<file path="src/rtl/lsc_pkg.sv">
// Constants, field layout and lookup functions for the segment LCD controller.
// Assumes a single 100 MHz clock and a 32-bit AXI4-Lite register bus.
package lsc_pkg;
  // ----------------------------------------------------------------------
  // Geometry
  // ----------------------------------------------------------------------
  localparam int NUM_COM   = 4;
  localparam int COM_BYTES = 6;
  localparam int RAM_BYTES = 24;
  localparam int NUM_SEG   = 45;
  localparam int FIRST_SEG = 4;
  localparam int ADDR_W    = 12;

  // ----------------------------------------------------------------------
  // Register indices (byte address is four times the index)
  // ----------------------------------------------------------------------
  localparam logic [9:0] IDX_STAT      = 10'h0DB;
  localparam logic [9:0] IDX_MODE      = 10'h0DC;
  localparam logic [9:0] IDX_RAM_FIRST = 10'h0E0;
  localparam logic [9:0] IDX_RAM_LAST  = 10'h0F7;

  // ----------------------------------------------------------------------
  // Mode register fields and codes
  // ----------------------------------------------------------------------
  localparam int         MUX_LSB    = 6;
  localparam int         SRC_LSB    = 3;
  localparam int         RATE_LSB   = 0;
  localparam logic [7:0] MODE_RESET = 8'h00;
  localparam logic [2:0] SRC_OFF    = 3'h0;
  localparam logic [2:0] SRC_AUX    = 3'h1;
  localparam logic [2:0] RATE_RSV   = 3'h7;
  localparam logic [1:0] RESP_OKAY  = 2'h0;
  localparam logic [1:0] RESP_SLVERR = 2'h2;

  // ----------------------------------------------------------------------
  // Timing counts
  // ----------------------------------------------------------------------
  localparam logic [8:0] SRC_DIV_3  = 9'h020;
  localparam logic [8:0] SRC_DIV_4  = 9'h040;
  localparam logic [8:0] SRC_DIV_5  = 9'h080;
  localparam logic [8:0] SRC_DIV_6  = 9'h100;
  localparam logic [9:0] RATE_DIV_0 = 10'h200;
  localparam logic [9:0] RATE_DIV_1 = 10'h182;
  localparam logic [9:0] RATE_DIV_2 = 10'h100;
  localparam logic [9:0] RATE_DIV_3 = 10'h0C0;
  localparam logic [9:0] RATE_DIV_4 = 10'h080;
  localparam logic [9:0] RATE_DIV_5 = 10'h060;
  localparam logic [9:0] RATE_DIV_6 = 10'h040;

  function automatic logic src_is_int(input logic [2:0] c);
    return c inside {3'h3, 3'h4, 3'h5, 3'h6};
  endfunction

  function automatic logic [8:0] src_div(input logic [2:0] c);
    case (c)
      3'h3:    return SRC_DIV_3;
      3'h4:    return SRC_DIV_4;
      3'h5:    return SRC_DIV_5;
      default: return SRC_DIV_6;
    endcase
  endfunction

  function automatic logic [9:0] rate_div(input logic [2:0] c);
    case (c)
      3'h0:    return RATE_DIV_0;
      3'h1:    return RATE_DIV_1;
      3'h2:    return RATE_DIV_2;
      3'h3:    return RATE_DIV_3;
      3'h4:    return RATE_DIV_4;
      3'h5:    return RATE_DIV_5;
      default: return RATE_DIV_6;
    endcase
  endfunction

  function automatic logic [2:0] mux_count(input logic [1:0] c);
    case (c)
      2'h1:    return 3'h1;
      2'h2:    return 3'h2;
      2'h3:    return 3'h3;
      default: return 3'h4;
    endcase
  endfunction
endpackage

</file>
<file path="src/rtl/lsc_tick_if.sv">
// Timing strobes shared between divider, scanner and top of the LCD controller.
// Assumes all users sit on the same clock.
`timescale 1ns/1ps
interface lsc_tick_if;
  logic       base_tick;
  logic       frame_end;
  logic [1:0] com_idx;
  modport div  (output base_tick);
  modport scan (input base_tick, output frame_end, output com_idx);
  modport top  (input base_tick, input frame_end, input com_idx);
endinterface

</file>
<file path="src/rtl/lsc_clk_div.sv">
// Reference and base-period divider of the LCD controller.
// Assumes aux_tick is a one-cycle pulse synchronous to clock.
`timescale 1ns/1ps
module lsc_clk_div
  import lsc_pkg::*;
(
  // Clock and reset
  input  logic        clock,
  input  logic        sys_rst,
  // Selection
  input  logic [2:0]  src,
  input  logic [2:0]  rate,
  input  logic        aux_tick,
  // Strobes
  lsc_tick_if.div     tk
);
  logic [7:0] pre_q;
  logic [9:0] base_q;
  logic [2:0] rate_q;
  logic       ref_tick;
  logic [8:0] sdiv;
  logic [9:0] rdiv;

  assign sdiv = src_div(src);
  assign rdiv = rate_div(rate);

  // ----------------------------------------------------------------------
  // Reference tick
  // ----------------------------------------------------------------------
  always_comb begin
    ref_tick = 1'b0;
    if (src == SRC_AUX) begin
      ref_tick = aux_tick;
    end else if (src_is_int(src)) begin
      ref_tick = (pre_q == 8'(sdiv - 9'h001)); // RQ14
    end
  end

  always_ff @(posedge clock) begin
    if (sys_rst || ref_tick || !src_is_int(src)) begin
      pre_q <= 8'h00;
    end else begin
      pre_q <= pre_q + 8'h01; // RQ14
    end
  end

  // ----------------------------------------------------------------------
  // Base period
  // ----------------------------------------------------------------------
  // A rate change restarts the base count, so the period in progress is dropped and a whole new one begins
  always_ff @(posedge clock) begin
    rate_q <= rate;
  end

  always_ff @(posedge clock) begin
    if (sys_rst || rate == RATE_RSV || rate != rate_q) begin
      base_q <= 10'h000;
    end else if (ref_tick) begin
      base_q <= (base_q >= rdiv - 10'h001) ? 10'h000 : base_q + 10'h001; // RQ13
    end
  end

  assign tk.base_tick = ref_tick && rate != RATE_RSV && rate == rate_q && base_q >= rdiv - 10'h001; // RQ13
endmodule

</file>
<file path="src/rtl/lsc_scan.sv">
// Common plate scanner: one common per base period, frame end after the last.
// Assumes base_tick is a one-cycle pulse.
`timescale 1ns/1ps
module lsc_scan
  import lsc_pkg::*;
(
  // Clock and reset
  input  logic        clock,
  input  logic        sys_rst,
  // Control
  input  logic [1:0]  mux,
  input  logic        run,
  // Strobes
  lsc_tick_if.scan    tk
);
  logic [1:0] idx_q;
  logic [2:0] cnt;
  logic       in_rng;

  assign cnt        = mux_count(mux);
  // A ratio cut below the current common restarts the frame on common 0
  assign in_rng     = {1'b0, idx_q} < cnt; // RQ15
  assign tk.com_idx = in_rng ? idx_q : 2'h0; // RQ15
  assign tk.frame_end = tk.base_tick && {1'b0, tk.com_idx} >= cnt - 3'h1; // RQ16

  always_ff @(posedge clock) begin
    if (sys_rst || !run || !in_rng) begin
      idx_q <= 2'h0;
    end else if (tk.base_tick) begin
      idx_q <= tk.frame_end ? 2'h0 : idx_q + 2'h1; // RQ18
    end
  end
endmodule

</file>
<file path="src/rtl/lsc_lcd_ctrl.sv">
// Segment LCD controller top: AXI4-Lite registers, display RAM, drive outputs.
// Assumes stop_mode, osc_fail and aux_osc_tick are synchronous to clock.
`timescale 1ns/1ps
// Contract
// RQ1: A set RAM bit turns its segment/common element on, clear keeps it off.
// RQ2: Reset leaves display RAM untouched.
// RQ3: RAM of unused commons stays ordinary read/write storage.
// RQ4: Six bytes per common: E0, E6, EC, F2, ending F7.
// RQ5: Ascending LSB-first map; first byte bits 3..7 drive segments 4..8.
// RQ6: STOP on main clock grounds every segment and common output.
// RQ7: With auxiliary oscillator selected the display runs through STOP.
// RQ8: Clock source change takes effect only at frame end; while the active source is not running the code switches at once.
// RQ9: Software lets the frame finish before STOP, else display goes off.
// RQ10: Source 000 off, 001 auxiliary, 010/111 reserved, others internal.
// RQ11: Mode byte at DC: mux bits 7-6, source 5-3, rate 2-0.
// RQ12: Mux field sets how many commons are driven per frame.
// RQ13: Rate divides reference by 512,386,256,192,128,96,64; 111 reserved.
// RQ14: Source codes 3..6 divide internal clock by 32,64,128,256.
// RQ15: Mux 00 four commons, 01 one, 10 two, 11 three.
// RQ16: Frame rate equals base rate over active common count.
// RQ17: Clock failure grounds all segment and common outputs.
// RQ18: One common per base period; segments show that common's bits.
module lsc_lcd_ctrl
  import lsc_pkg::*;
(
  // Clock and reset
  input  logic                        clock,
  input  logic                        sys_rst,
  // AXI4-Lite write
  input  logic [lsc_pkg::ADDR_W-1:0]  s_axi_awaddr,
  input  logic                        s_axi_awvalid,
  output logic                        s_axi_awready,
  input  logic [31:0]                 s_axi_wdata,
  input  logic [3:0]                  s_axi_wstrb,
  input  logic                        s_axi_wvalid,
  output logic                        s_axi_wready,
  output logic [1:0]                  s_axi_bresp,
  output logic                        s_axi_bvalid,
  input  logic                        s_axi_bready,
  // AXI4-Lite read
  input  logic [lsc_pkg::ADDR_W-1:0]  s_axi_araddr,
  input  logic                        s_axi_arvalid,
  output logic                        s_axi_arready,
  output logic [31:0]                 s_axi_rdata,
  output logic [1:0]                  s_axi_rresp,
  output logic                        s_axi_rvalid,
  input  logic                        s_axi_rready,
  // System state
  input  logic                        stop_mode,
  input  logic                        osc_fail,
  input  logic                        aux_osc_tick,
  // Panel drive
  output logic                        lcd_drive_en,
  output logic [lsc_pkg::NUM_COM-1:0] backplane_on,
  output logic [lsc_pkg::NUM_SEG-1:0] segment_on
);
  logic [7:0]  mode_q;
  logic [2:0]  src_act_q;
  logic [7:0]  ram_q [RAM_BYTES];
  logic [9:0]  aw_q;
  logic        aw_have_q;
  logic [7:0]  w_data_q;
  logic        w_strb_q;
  logic        w_have_q;
  logic        bvalid_q;
  logic [1:0]  bresp_q;
  logic        rvalid_q;
  logic [1:0]  rresp_q;
  logic [31:0] rdata_q;
  logic        drive_q;
  logic [3:0]  com_q;
  logic [44:0] seg_q;
  logic        wr_go;
  logic        wr_ram;
  logic        wr_mode;
  logic [4:0]  wri;
  logic [9:0]  rw;
  logic        src_run;
  logic        clk_live;
  logic        drive_d;
  logic [47:0] row;
  logic [44:0] seg_sel;
  logic [5:0]  stat;

  lsc_tick_if tk ();

  // ----------------------------------------------------------------------
  // Bus slave
  // ----------------------------------------------------------------------
  // Address and data are latched independently so either may arrive first
  assign s_axi_awready = !aw_have_q && !bvalid_q;
  assign s_axi_wready  = !w_have_q && !bvalid_q;
  assign s_axi_arready = !rvalid_q;
  assign s_axi_bvalid  = bvalid_q;
  assign s_axi_bresp   = bresp_q;
  assign s_axi_rvalid  = rvalid_q;
  assign s_axi_rresp   = rresp_q;
  assign s_axi_rdata   = rdata_q;

  assign wr_go   = aw_have_q && w_have_q;
  assign wr_mode = wr_go && w_strb_q && aw_q == IDX_MODE; // RQ11
  assign wr_ram  = wr_go && w_strb_q && aw_q >= IDX_RAM_FIRST && aw_q <= IDX_RAM_LAST;
  assign wri     = 5'(aw_q - IDX_RAM_FIRST);
  assign rw      = s_axi_araddr[ADDR_W-1:2];

  always_ff @(posedge clock) begin
    if (sys_rst) begin
      aw_have_q <= 1'b0;
      aw_q      <= 10'h000;
    end else if (s_axi_awvalid && s_axi_awready) begin
      aw_have_q <= 1'b1;
      aw_q      <= s_axi_awaddr[ADDR_W-1:2];
    end else if (wr_go) begin
      aw_have_q <= 1'b0;
    end
  end

  always_ff @(posedge clock) begin
    if (sys_rst) begin
      w_have_q <= 1'b0;
      w_data_q <= 8'h00;
      w_strb_q <= 1'b0;
    end else if (s_axi_wvalid && s_axi_wready) begin
      w_have_q <= 1'b1;
      w_data_q <= s_axi_wdata[7:0];
      w_strb_q <= s_axi_wstrb[0];
    end else if (wr_go) begin
      w_have_q <= 1'b0;
    end
  end

  always_ff @(posedge clock) begin
    if (sys_rst) begin
      bvalid_q <= 1'b0;
      bresp_q  <= RESP_OKAY;
    end else if (wr_go) begin
      bvalid_q <= 1'b1;
      bresp_q  <= (aw_q == IDX_MODE || aw_q == IDX_STAT ||
                   (aw_q >= IDX_RAM_FIRST && aw_q <= IDX_RAM_LAST)) ? RESP_OKAY : RESP_SLVERR;
    end else if (s_axi_bready) begin
      bvalid_q <= 1'b0;
    end
  end

  assign stat = {drive_q, src_act_q, tk.com_idx};

  always_ff @(posedge clock) begin
    if (sys_rst) begin
      rvalid_q <= 1'b0;
      rresp_q  <= RESP_OKAY;
      rdata_q  <= 32'h0000_0000;
    end else if (s_axi_arvalid && s_axi_arready) begin
      rvalid_q <= 1'b1;
      rresp_q  <= RESP_OKAY;
      rdata_q  <= 32'h0000_0000;
      if (rw == IDX_MODE) begin
        rdata_q <= {24'h000000, mode_q}; // RQ11
      end else if (rw == IDX_STAT) begin
        rdata_q <= {26'h0000000, stat};
      end else if (rw >= IDX_RAM_FIRST && rw <= IDX_RAM_LAST) begin
        rdata_q <= {24'h000000, ram_q[5'(rw - IDX_RAM_FIRST)]}; // RQ3
      end else begin
        rresp_q <= RESP_SLVERR;
      end
    end else if (s_axi_rready) begin
      rvalid_q <= 1'b0;
    end
  end

  // ----------------------------------------------------------------------
  // Mode register and display RAM
  // ----------------------------------------------------------------------
  always_ff @(posedge clock) begin
    if (sys_rst) begin
      mode_q <= MODE_RESET;
    end else if (wr_mode) begin
      mode_q <= w_data_q; // RQ11
    end
  end

  // No reset: contents stay as they were, any byte is free storage
  always_ff @(posedge clock) begin
    if (wr_ram) begin
      ram_q[wri] <= w_data_q; // RQ2 RQ3
    end
  end

  // ----------------------------------------------------------------------
  // Clock source and run state
  // ----------------------------------------------------------------------
  assign src_run = src_act_q == SRC_AUX || src_is_int(src_act_q); // RQ10
  // Main clock is gone in STOP, so an internal source stops ticking, the scan returns to common 0 and the source never switches
  assign clk_live = src_run && !osc_fail && !(stop_mode && src_act_q != SRC_AUX); // RQ6 RQ7 RQ9 RQ17
  assign drive_d  = clk_live && mode_q[RATE_LSB+:3] != RATE_RSV; // RQ13

  // With no running source there is no frame to wait for
  always_ff @(posedge clock) begin
    if (sys_rst) begin
      src_act_q <= SRC_OFF;
    end else if (tk.frame_end || !src_run) begin
      src_act_q <= mode_q[SRC_LSB+:3]; // RQ8
    end
  end

  lsc_clk_div u_div (
    .clock    (clock),
    .sys_rst  (sys_rst),
    .src      (clk_live ? src_act_q : SRC_OFF),
    .rate     (mode_q[RATE_LSB+:3]),
    .aux_tick (aux_osc_tick),
    .tk       (tk.div)
  );

  lsc_scan u_scan (
    .clock   (clock),
    .sys_rst (sys_rst),
    .mux     (mode_q[MUX_LSB+:2]),
    .run     (drive_d),
    .tk      (tk.scan)
  );

  // ----------------------------------------------------------------------
  // Segment selection and output drive
  // ----------------------------------------------------------------------
  always_comb begin
    row = 48'h0;
    for (int b = 0; b < COM_BYTES; b++) begin
      row[b*8+:8] = ram_q[5'(tk.com_idx * 3'(COM_BYTES) + 3'(b))]; // RQ4 RQ5
    end
  end

  genvar g;
  generate
    for (g = 0; g < NUM_SEG; g++) begin : g_seg
      assign seg_sel[g] = row[g+FIRST_SEG-1]; // RQ5
    end
  endgenerate

  always_ff @(posedge clock) begin
    if (sys_rst || !drive_d) begin
      drive_q <= 1'b0;
      com_q   <= 4'h0;
      seg_q   <= '0;
    end else begin
      drive_q <= 1'b1;
      com_q   <= 4'(4'h1 << tk.com_idx); // RQ12 RQ15 RQ18
      seg_q   <= seg_sel; // RQ1
    end
  end

  assign lcd_drive_en = drive_q;
  assign backplane_on = com_q;
  assign segment_on   = seg_q;
endmodule

</file>
<file path="config.mk">
export PLATFORM = sky130hd
export DESIGN_NAME = lsc_lcd_ctrl
export DESIGN_NICKNAME = d
export VERILOG_FILES = /design/src/rtl/lsc_pkg.sv /design/src/rtl/lsc_tick_if.sv /design/src/rtl/lsc_clk_div.sv /design/src/rtl/lsc_scan.sv /design/src/rtl/lsc_lcd_ctrl.sv
export SDC_FILE = /design/constraint.sdc
export NUM_CORES = 1
export LEC_CHECK = 0
export BUFFER_PORTS_ARGS = -buffer_cell sky130_fd_sc_hd__clkbuf_2
export CORE_ASPECT_RATIO = 1.1
export CORE_MARGIN = 10
export CORE_UTILIZATION = 54
export DETAILED_ROUTE_END_ITERATION = 8
export HOLD_SLACK_MARGIN = 0.05
export PLACE_DENSITY = 0.89
export SYNTH_ARGS = -nofsm -noshare
export SYNTH_HDL_FRONTEND = slang
export SYNTH_SLANG_ARGS = --single-unit
</file>
<file path="constraint.sdc">
create_clock -name clock -period 4 [get_ports clock]
set_input_delay 0.4 -clock clock [delete_from_list [all_inputs] [get_ports clock]]
set_output_delay 0.4 -clock clock [all_outputs]
set_load 0.02 [all_outputs]
</file>
==> results of run 1 <==
placed cells by master (no fill, tap or decap), types with 8 or more instances in the layout:
cell         n
nand2b_1    26
ha_1        21
inv_1       15
a21o_1      10
a21oi_1     82
mux4_2     113
nor2b_1     15
buf_4       39
o21ai_0     44
conb_1      27
o22ai_1      9
clkbuf_16   32
a211oi_1    43
dfxtp_1    116
clkbuf_2   103
nor3_1       9
nor2_1      71
o21bai_1     9
mux2i_1    119
xnor2_1     14
and2_1      15
o311a_1      8
nand3_1     17
nand2_1    116
mux2_2       9
and3_1      11
edfxtp_1   192
worst max-delay path: cells and delay by family, from the launching register on:
family                   cells  cell delay (ns)
adder cells (fa/ha/maj)      3             0.70
AO/OA/AOI/OAI                3             0.86
buffers and inverters        5             1.32
flip-flops                   1             0.46
AND/OR/NAND/NOR              1             0.12
layout make-up:
type	count	area (µm²)	share of cell area [%]
Timing Repair Buffer	145	858.3	4.737
Sequential cell	309	8109	44.75
Clock inverter	19	271.5	1.498
Tap cell	374	467.9	2.582
Inverter	17	65.06	0.3590
Clock buffer	38	843.3	4.654
Multi-Input combinational cell	866	7506	41.42
cells by family after synthesis:
logic type                 after synthesis  share of synthesized area, %
buffers and inverters                  140                         4.240
xor gates and xnor gates                19                         1.029
other                                    2                       0.04644
DFF                                    309                         50.14
muxes                                  241                         23.73
AOI/OAI and AO/OA                      245                         9.602
adders and majority gates               22                         1.702
and+or+nand+nor                        312                         9.510
power by group through the flow:
stage                     sequential, W  combinational [W]  clock (W)
after detailed placement        0.00353           0.000266          0
after floorplan                 0.00352           0.000202          0
after global placement          0.00353           0.000259          0
after CTS                       0.00346           0.000269    0.00316
after global routing            0.00347           0.000293    0.00329
final                           0.00346           0.000272    0.00315
registers in the layout, summed over array words and instances, names as in the netlist, 2 cells and up:
register,cells
u_scan.idx_q,2
ram_q,192
u_div.pre_q,8
aw_q,10
u_div.base_q,10
segment_on,45
s_axi_rdata,8
u_div.rate_q,3
mode_q,8
src_act_q,3
w_data_q,8
backplane_on,4
metrics by stage:
stage / hold WS (ns) / setup WS, ns
finish: 0.06094 / 0.3579
global route: 0.07039 / 0.2806
CTS: 0.05093 / 0.5068
detailed placement: 0.4430 / 0.5960
global placement: 0.4395 / 0.7554
floorplan: 0.3290 / 0.2718
routing by layer:
layer  part of all wire, %  up-vias  GRT usage [%]
met4                   6.2        2          13.36
met5                 0.028        -              0
met3                    13      197          5.713
li1                      -     5037              -
met1                    35     5925          30.51
met2                    46     1001          38.33
worst max path at each step:
stage	from	to	slack [ns]	cells after the start
global route	mode_q[6]	segment_on[5]	0.28	12
detailed placement	mode_q[6]	src_act_q[0]	0.60	14
finish	mode_q[6]	segment_on[5]	0.36	12
floorplan	mode_q[6]	segment_on[37]	0.27	15
CTS	mode_q[6]	src_act_q[0]	0.51	14
global placement	mode_q[6]	segment_on[10]	0.76	10
==> reports/results.tsv, run 1 <==
stage	metric	value	unit
pwr	p_switching	0.001480	W
clock_tree	postCtsSetupBuffers	0	
place	io_buffer_count	103	
pwr	power.share.clock	45.8	%
pwr	combinationalPowerShare	4.0	%
worst_hold_path	min_delay_path_depth	3	
sta	worstMarginPinSlew	1.323	ns
global_route	gr-total-overflow	0	
floorplan	ioPinCount	161	
yosys	yosys.area.top_type	edfxtp_1	
worst_setup_path	cp.arrival	4.04	ns
worst_setup_path	cp_cell_sequence	inv_1, ha_1, nor2_1, ha_1, a21oi_1, o21ai_4, inv_1, buf_4, ha_1, clkinv_1, buf_4, a211oi_1	
routing	drc_errors	0	
clock_tree	ctsHtreeMaxLevel	1	
sta	rsz0062_at_grt	false	
floorplan	rows	66	
global_route	grt_start_max_net_pins	57	
routing	post_drt_wl_per_cell	26.28	µm
sta	slew_headroom	11.50	%
sta	setup-tns-final	0	ns
worst_hold_path	min_from	s_axi_awaddr[4]	
yosys	ys_seq_area_share	50.14	%
clock_tree	clk_pin_slew	0.07	ns
sta	skew	0.01110	ns
yosys	synth.area.top_cells	edfxtp_1 (36%), mux4_2 (16%), dfxtp_1 (14%), mux2i_1 (7.4%), nand2_1 (2.7%)	
global_route	grt_pass1_wl	70470	µm
global_route	grt_pass1_vias	12000	
yosys	synth_cells	1290	
routing	first_iter_violations	1929	
pwr	power_density	380.2	nW/µm²
sta	hold_viol	0	
pwr	ir_worst_vdd	394.0	µV
worst_setup_path	slowest_stage	dfxtp_1	
worst_setup_path	max_stage_delay	0.46	ns
worst_hold_path	holdPathEnd	aw_q[2]	
pwr	p_leak	6.802	nW
worst_setup_path	critPathKind	reg2reg	
sta	finalMaxSlewViolations	0	
yosys	synth_ff_type	edfxtp_1	
place	place_inst	1710	
yosys	synth_seq_cells	309	
worst_setup_path	crit_required	4.40	ns
sta	min_period	3.642	ns
status	outcome	finished, final reports clean	
pwr	power.total	0.006890	W
run	drv_cap	0	
routing	wl	46460	µm
routing	drt_pass1_iterations	7	
clock_tree	cts_buffer_depth	3	
clock_tree	clock_sinks	309	
sta	setup_viol	0	
yosys	yosysUniqueCellTypes	66	
floorplan	dieArea	37280	µm²
finish	stdcell_area	18120	µm²
clock_tree	cts-root-buf	clkbuf_16	
yosys	mappedNetlistArea	16170	µm²
sta	period_share	91.05	%
routing	viasPerCell	6.879	
worst_setup_path	path_max_fanout	16	
global_route	antenna_found_initial	1	
routing	dr_total_vias	12160	
place	placed_cell_area	17000	µm²
finish	finalNetCount	1462	
yosys	async_reset_ff_share	0	%
worst_setup_path	worst-r2r-setup-slack	0.36	ns
pwr	switching_share	21.48	%
global_route	grt_use_total	24.40	%
yosys	syn_avg_cell_area	12.54	µm²
sta	fmaxAchievable	274.6	MHz
worst_hold_path	min_path_type	in2reg	
place	place_congestion	0.9708	
floorplan	core_area	29560	µm²
yosys	synth-edff-count	192	
worst_setup_path	cp-end-kind	flop	
floorplan	die_w	185.0	µm
floorplan	initial_core_util	54.70	%
worst_setup_path	r2r_start	mode_q[6]	
yosys	synth_top_area_share	35.65	%
finish	syn_to_final_growth	12.06	%
clock_tree	cts_made_buffers	31	
clock_tree	cts_hold_buf	1	
finish	num_antenna_cells	0	
finish	final_util	61.30	%
worst_setup_path	timing.rr.end	segment_on[5]	
finish	drive_gt1_share	24.32	%
clock_tree	clk_latency	0.56	ns
routing	ant_nets	0	
place	dp_hpwl	31200	µm
yosys	synth.most_common_cell	edfxtp_1	
floorplan	die_y	201.5	µm
clock_tree	cts_tree	done	
yosys	synth_common_cells	edfxtp_1 (192), mux2i_1 (119), dfxtp_1 (117)	
worst_setup_path	rr_worst_depth	12	
worst_setup_path	critPathLaunchType	flop	
clock_tree	post_cts_resized	0	
yosys	ys_warn_count	0	
pwr	p_int	0.005410	W
finish	n_fill_cell	2171	
pwr	sequentialPowerShare	50.3	%
finish	finalNonFillerCells	1768	
worst_setup_path	critPathMostFrequentCell	ha_1	
(Power assumes the default switching activity.)
==> run 2, diff against run 1 <==
CORE_UTILIZATION = 60   (was 54)
PLACE_DENSITY = 0.93   (was 0.89)
clock period = 4.6 ns   (was 4 ns; I/O delays follow)
==> run 2 against run 1 <==
Clock power decreased by 23%. Die area decreased by 9.0%. Clock skew increased by 0.0089 ns. Sequential share of layout area increased by 0.72 points. Largest cell class unchanged. Flip-flop and latch count unchanged. Via count increased by 0.42%. Critical path type unchanged. Non-clock buffer count decreased by 15. Final cell count decreased by 2.1%. Worst setup slack improved by 0.12 ns. Combinational power decreased by 14%. Core utilization increased by 6.3 points.
==> reports/results.tsv, run 2 (synthesis results as in run 1) <==
stage	metric	value	unit
finish	finalNetCount	1446	
global_route	antenna_found_initial	0	
global_route	grt_use_total	27.33	%
sta	skew	0.02004	ns
place	placed_cell_area	16860	µm²
sta	hold_viol	0	
worst_setup_path	critPathKind	reg2reg	
clock_tree	post_cts_resized	0	
sta	slew_headroom	7.643	%
finish	stdcell_area	17840	µm²
sta	fmaxAchievable	242.8	MHz
finish	final_util	67.62	%
place	place_congestion	0.9593	
routing	drc_errors	0	
floorplan	dieArea	33920	µm²
finish	drive_gt1_share	23.15	%
worst_setup_path	path_max_fanout	66	
pwr	ir_worst_vdd	283.8	µV
clock_tree	cts_made_buffers	30	
sta	fin_hold_ws	0.08253	ns
clock_tree	cts_hold_buf	0	
worst_setup_path	crit_required	5.02	ns
global_route	grt_pass1_wl	71150	µm
sta	finalMaxSlewViolations	0	
pwr	power.total	0.005661	W
worst_hold_path	min_path_type	in2reg	
routing	post_drt_wl_per_cell	27.67	µm
routing	viasPerCell	7.060	
status	outcome	finished, final reports clean	
sta	min_period	4.119	ns
clock_tree	cts-root-buf	clkbuf_16	
sta	worstMarginPinSlew	1.380	ns
pwr	power_density	317.4	nW/µm²
pwr	p_leak	6.654	nW
clock_tree	cts_buffer_depth	3	
place	io_buffer_count	103	
global_route	grt_start_max_net_pins	70	
sta	period_share	89.54	%
clock_tree	clk_pin_slew	0.06	ns
floorplan	initial_core_util	61.31	%
worst_setup_path	critPathLaunchType	flop	
routing	first_iter_violations	2052	
clock_tree	ctsHtreeMaxLevel	1	
routing	dr_total_vias	12210	
sta	setup_viol	0	
run	drv_cap	0	
floorplan	die_w	176.5	µm
clock_tree	clock_sinks	309	
floorplan	core_area	26380	µm²
floorplan	ioPinCount	161	
finish	top_register	ram_q	
finish	num_antenna_cells	0	
worst_setup_path	cp-end-kind	flop	
finish	n_fill_cell	1775	
routing	wl	47870	µm
routing	drt_pass1_iterations	5	
clock_tree	postCtsSetupBuffers	0	
floorplan	rows	62	
place	dp_hpwl	31210	µm
routing	ant_nets	0	
clock_tree	cts_tree	done	
finish	layout_commonest_cell	edfxtp_1	
sta	setup-tns-final	0	ns
finish	largest_register_ffs	192	
sta	rsz0062_at_grt	false	
floorplan	die_y	192.2	µm
global_route	gr-total-overflow	0	
clock_tree	clk_latency	0.58	ns
finish	syn_to_final_growth	10.30	%
finish	mostFrequentLayoutCells	edfxtp_1 (192), mux2i_1 (119), nand2_1 (116), dfxtp_1 (116), mux4_2 (113)	
worst_setup_path	cp.arrival	4.54	ns
global_route	grt_pass1_vias	11930	
[run 2: routing by layer]
metal	up-vias	wire (µm)	track usage, %
met5	-	0	0
met4	0	3471	16.34
met3	268	6796	8.289
met2	1149	21830	43.36
met1	5775	15770	32.40
li1	5021	-	-
[run 2: cell type report]
cell class / count / area (µm²) / share of cell area, %
multi-input cells: 866 / 7506 / 42.08
clock inverters: 16 / 122.6 / 0.6875
inverters: 17 / 65.06 / 0.3648
repair buffers: 130 / 743.2 / 4.167
well taps: 352 / 440.4 / 2.469
clock buffers: 40 / 849.6 / 4.763
flip-flops and latches: 309 / 8109 / 45.46
[run 2: final timing paths]
| path | from | endpoint | slack [ns] | depth (start not counted) |
|---|---|---|---|---|
| max reg2reg | mode_q[6] | segment_on[5] | 0.48 | 10 |
| max | mode_q[6] | segment_on[5] | 0.48 | 10 |
| min | s_axi_rready | s_axi_rvalid | 0.08 | 2 |
| min reg2reg | aw_q[7] | aw_q[7] | 0.46 | 2 |
[run 2: through the flow]
step | setup slack [ns] | instances
global route | 0.4282 | 1730
finish | 0.4812 | 1730
detailed placement | 0.7554 | 1674
floorplan | 0.8718 | 1315
global placement | 0.9772 | 1674
CTS | 0.6726 | 1730
[run 2: worst max-delay path: stages, from the launching register on]
cell	delay, ns
dfxtp_1	0.45
inv_1	0.11
ha_1	0.22
nor2_1	0.15
ha_1	0.20
nor2_1	0.08
o21ai_4	0.42
buf_4	0.95
mux2i_1	0.33
mux4_2	0.53
a211oi_1	0.48
[run 2: where the power goes]
group	internal [W]	switching (W)	leakage, nW
sequential	0.00296	0.0000492	2.59
combinational	0.0000904	0.000144	3.59
clock	0.00135	0.00106	0.472
total	0.00441	0.00125	6.65
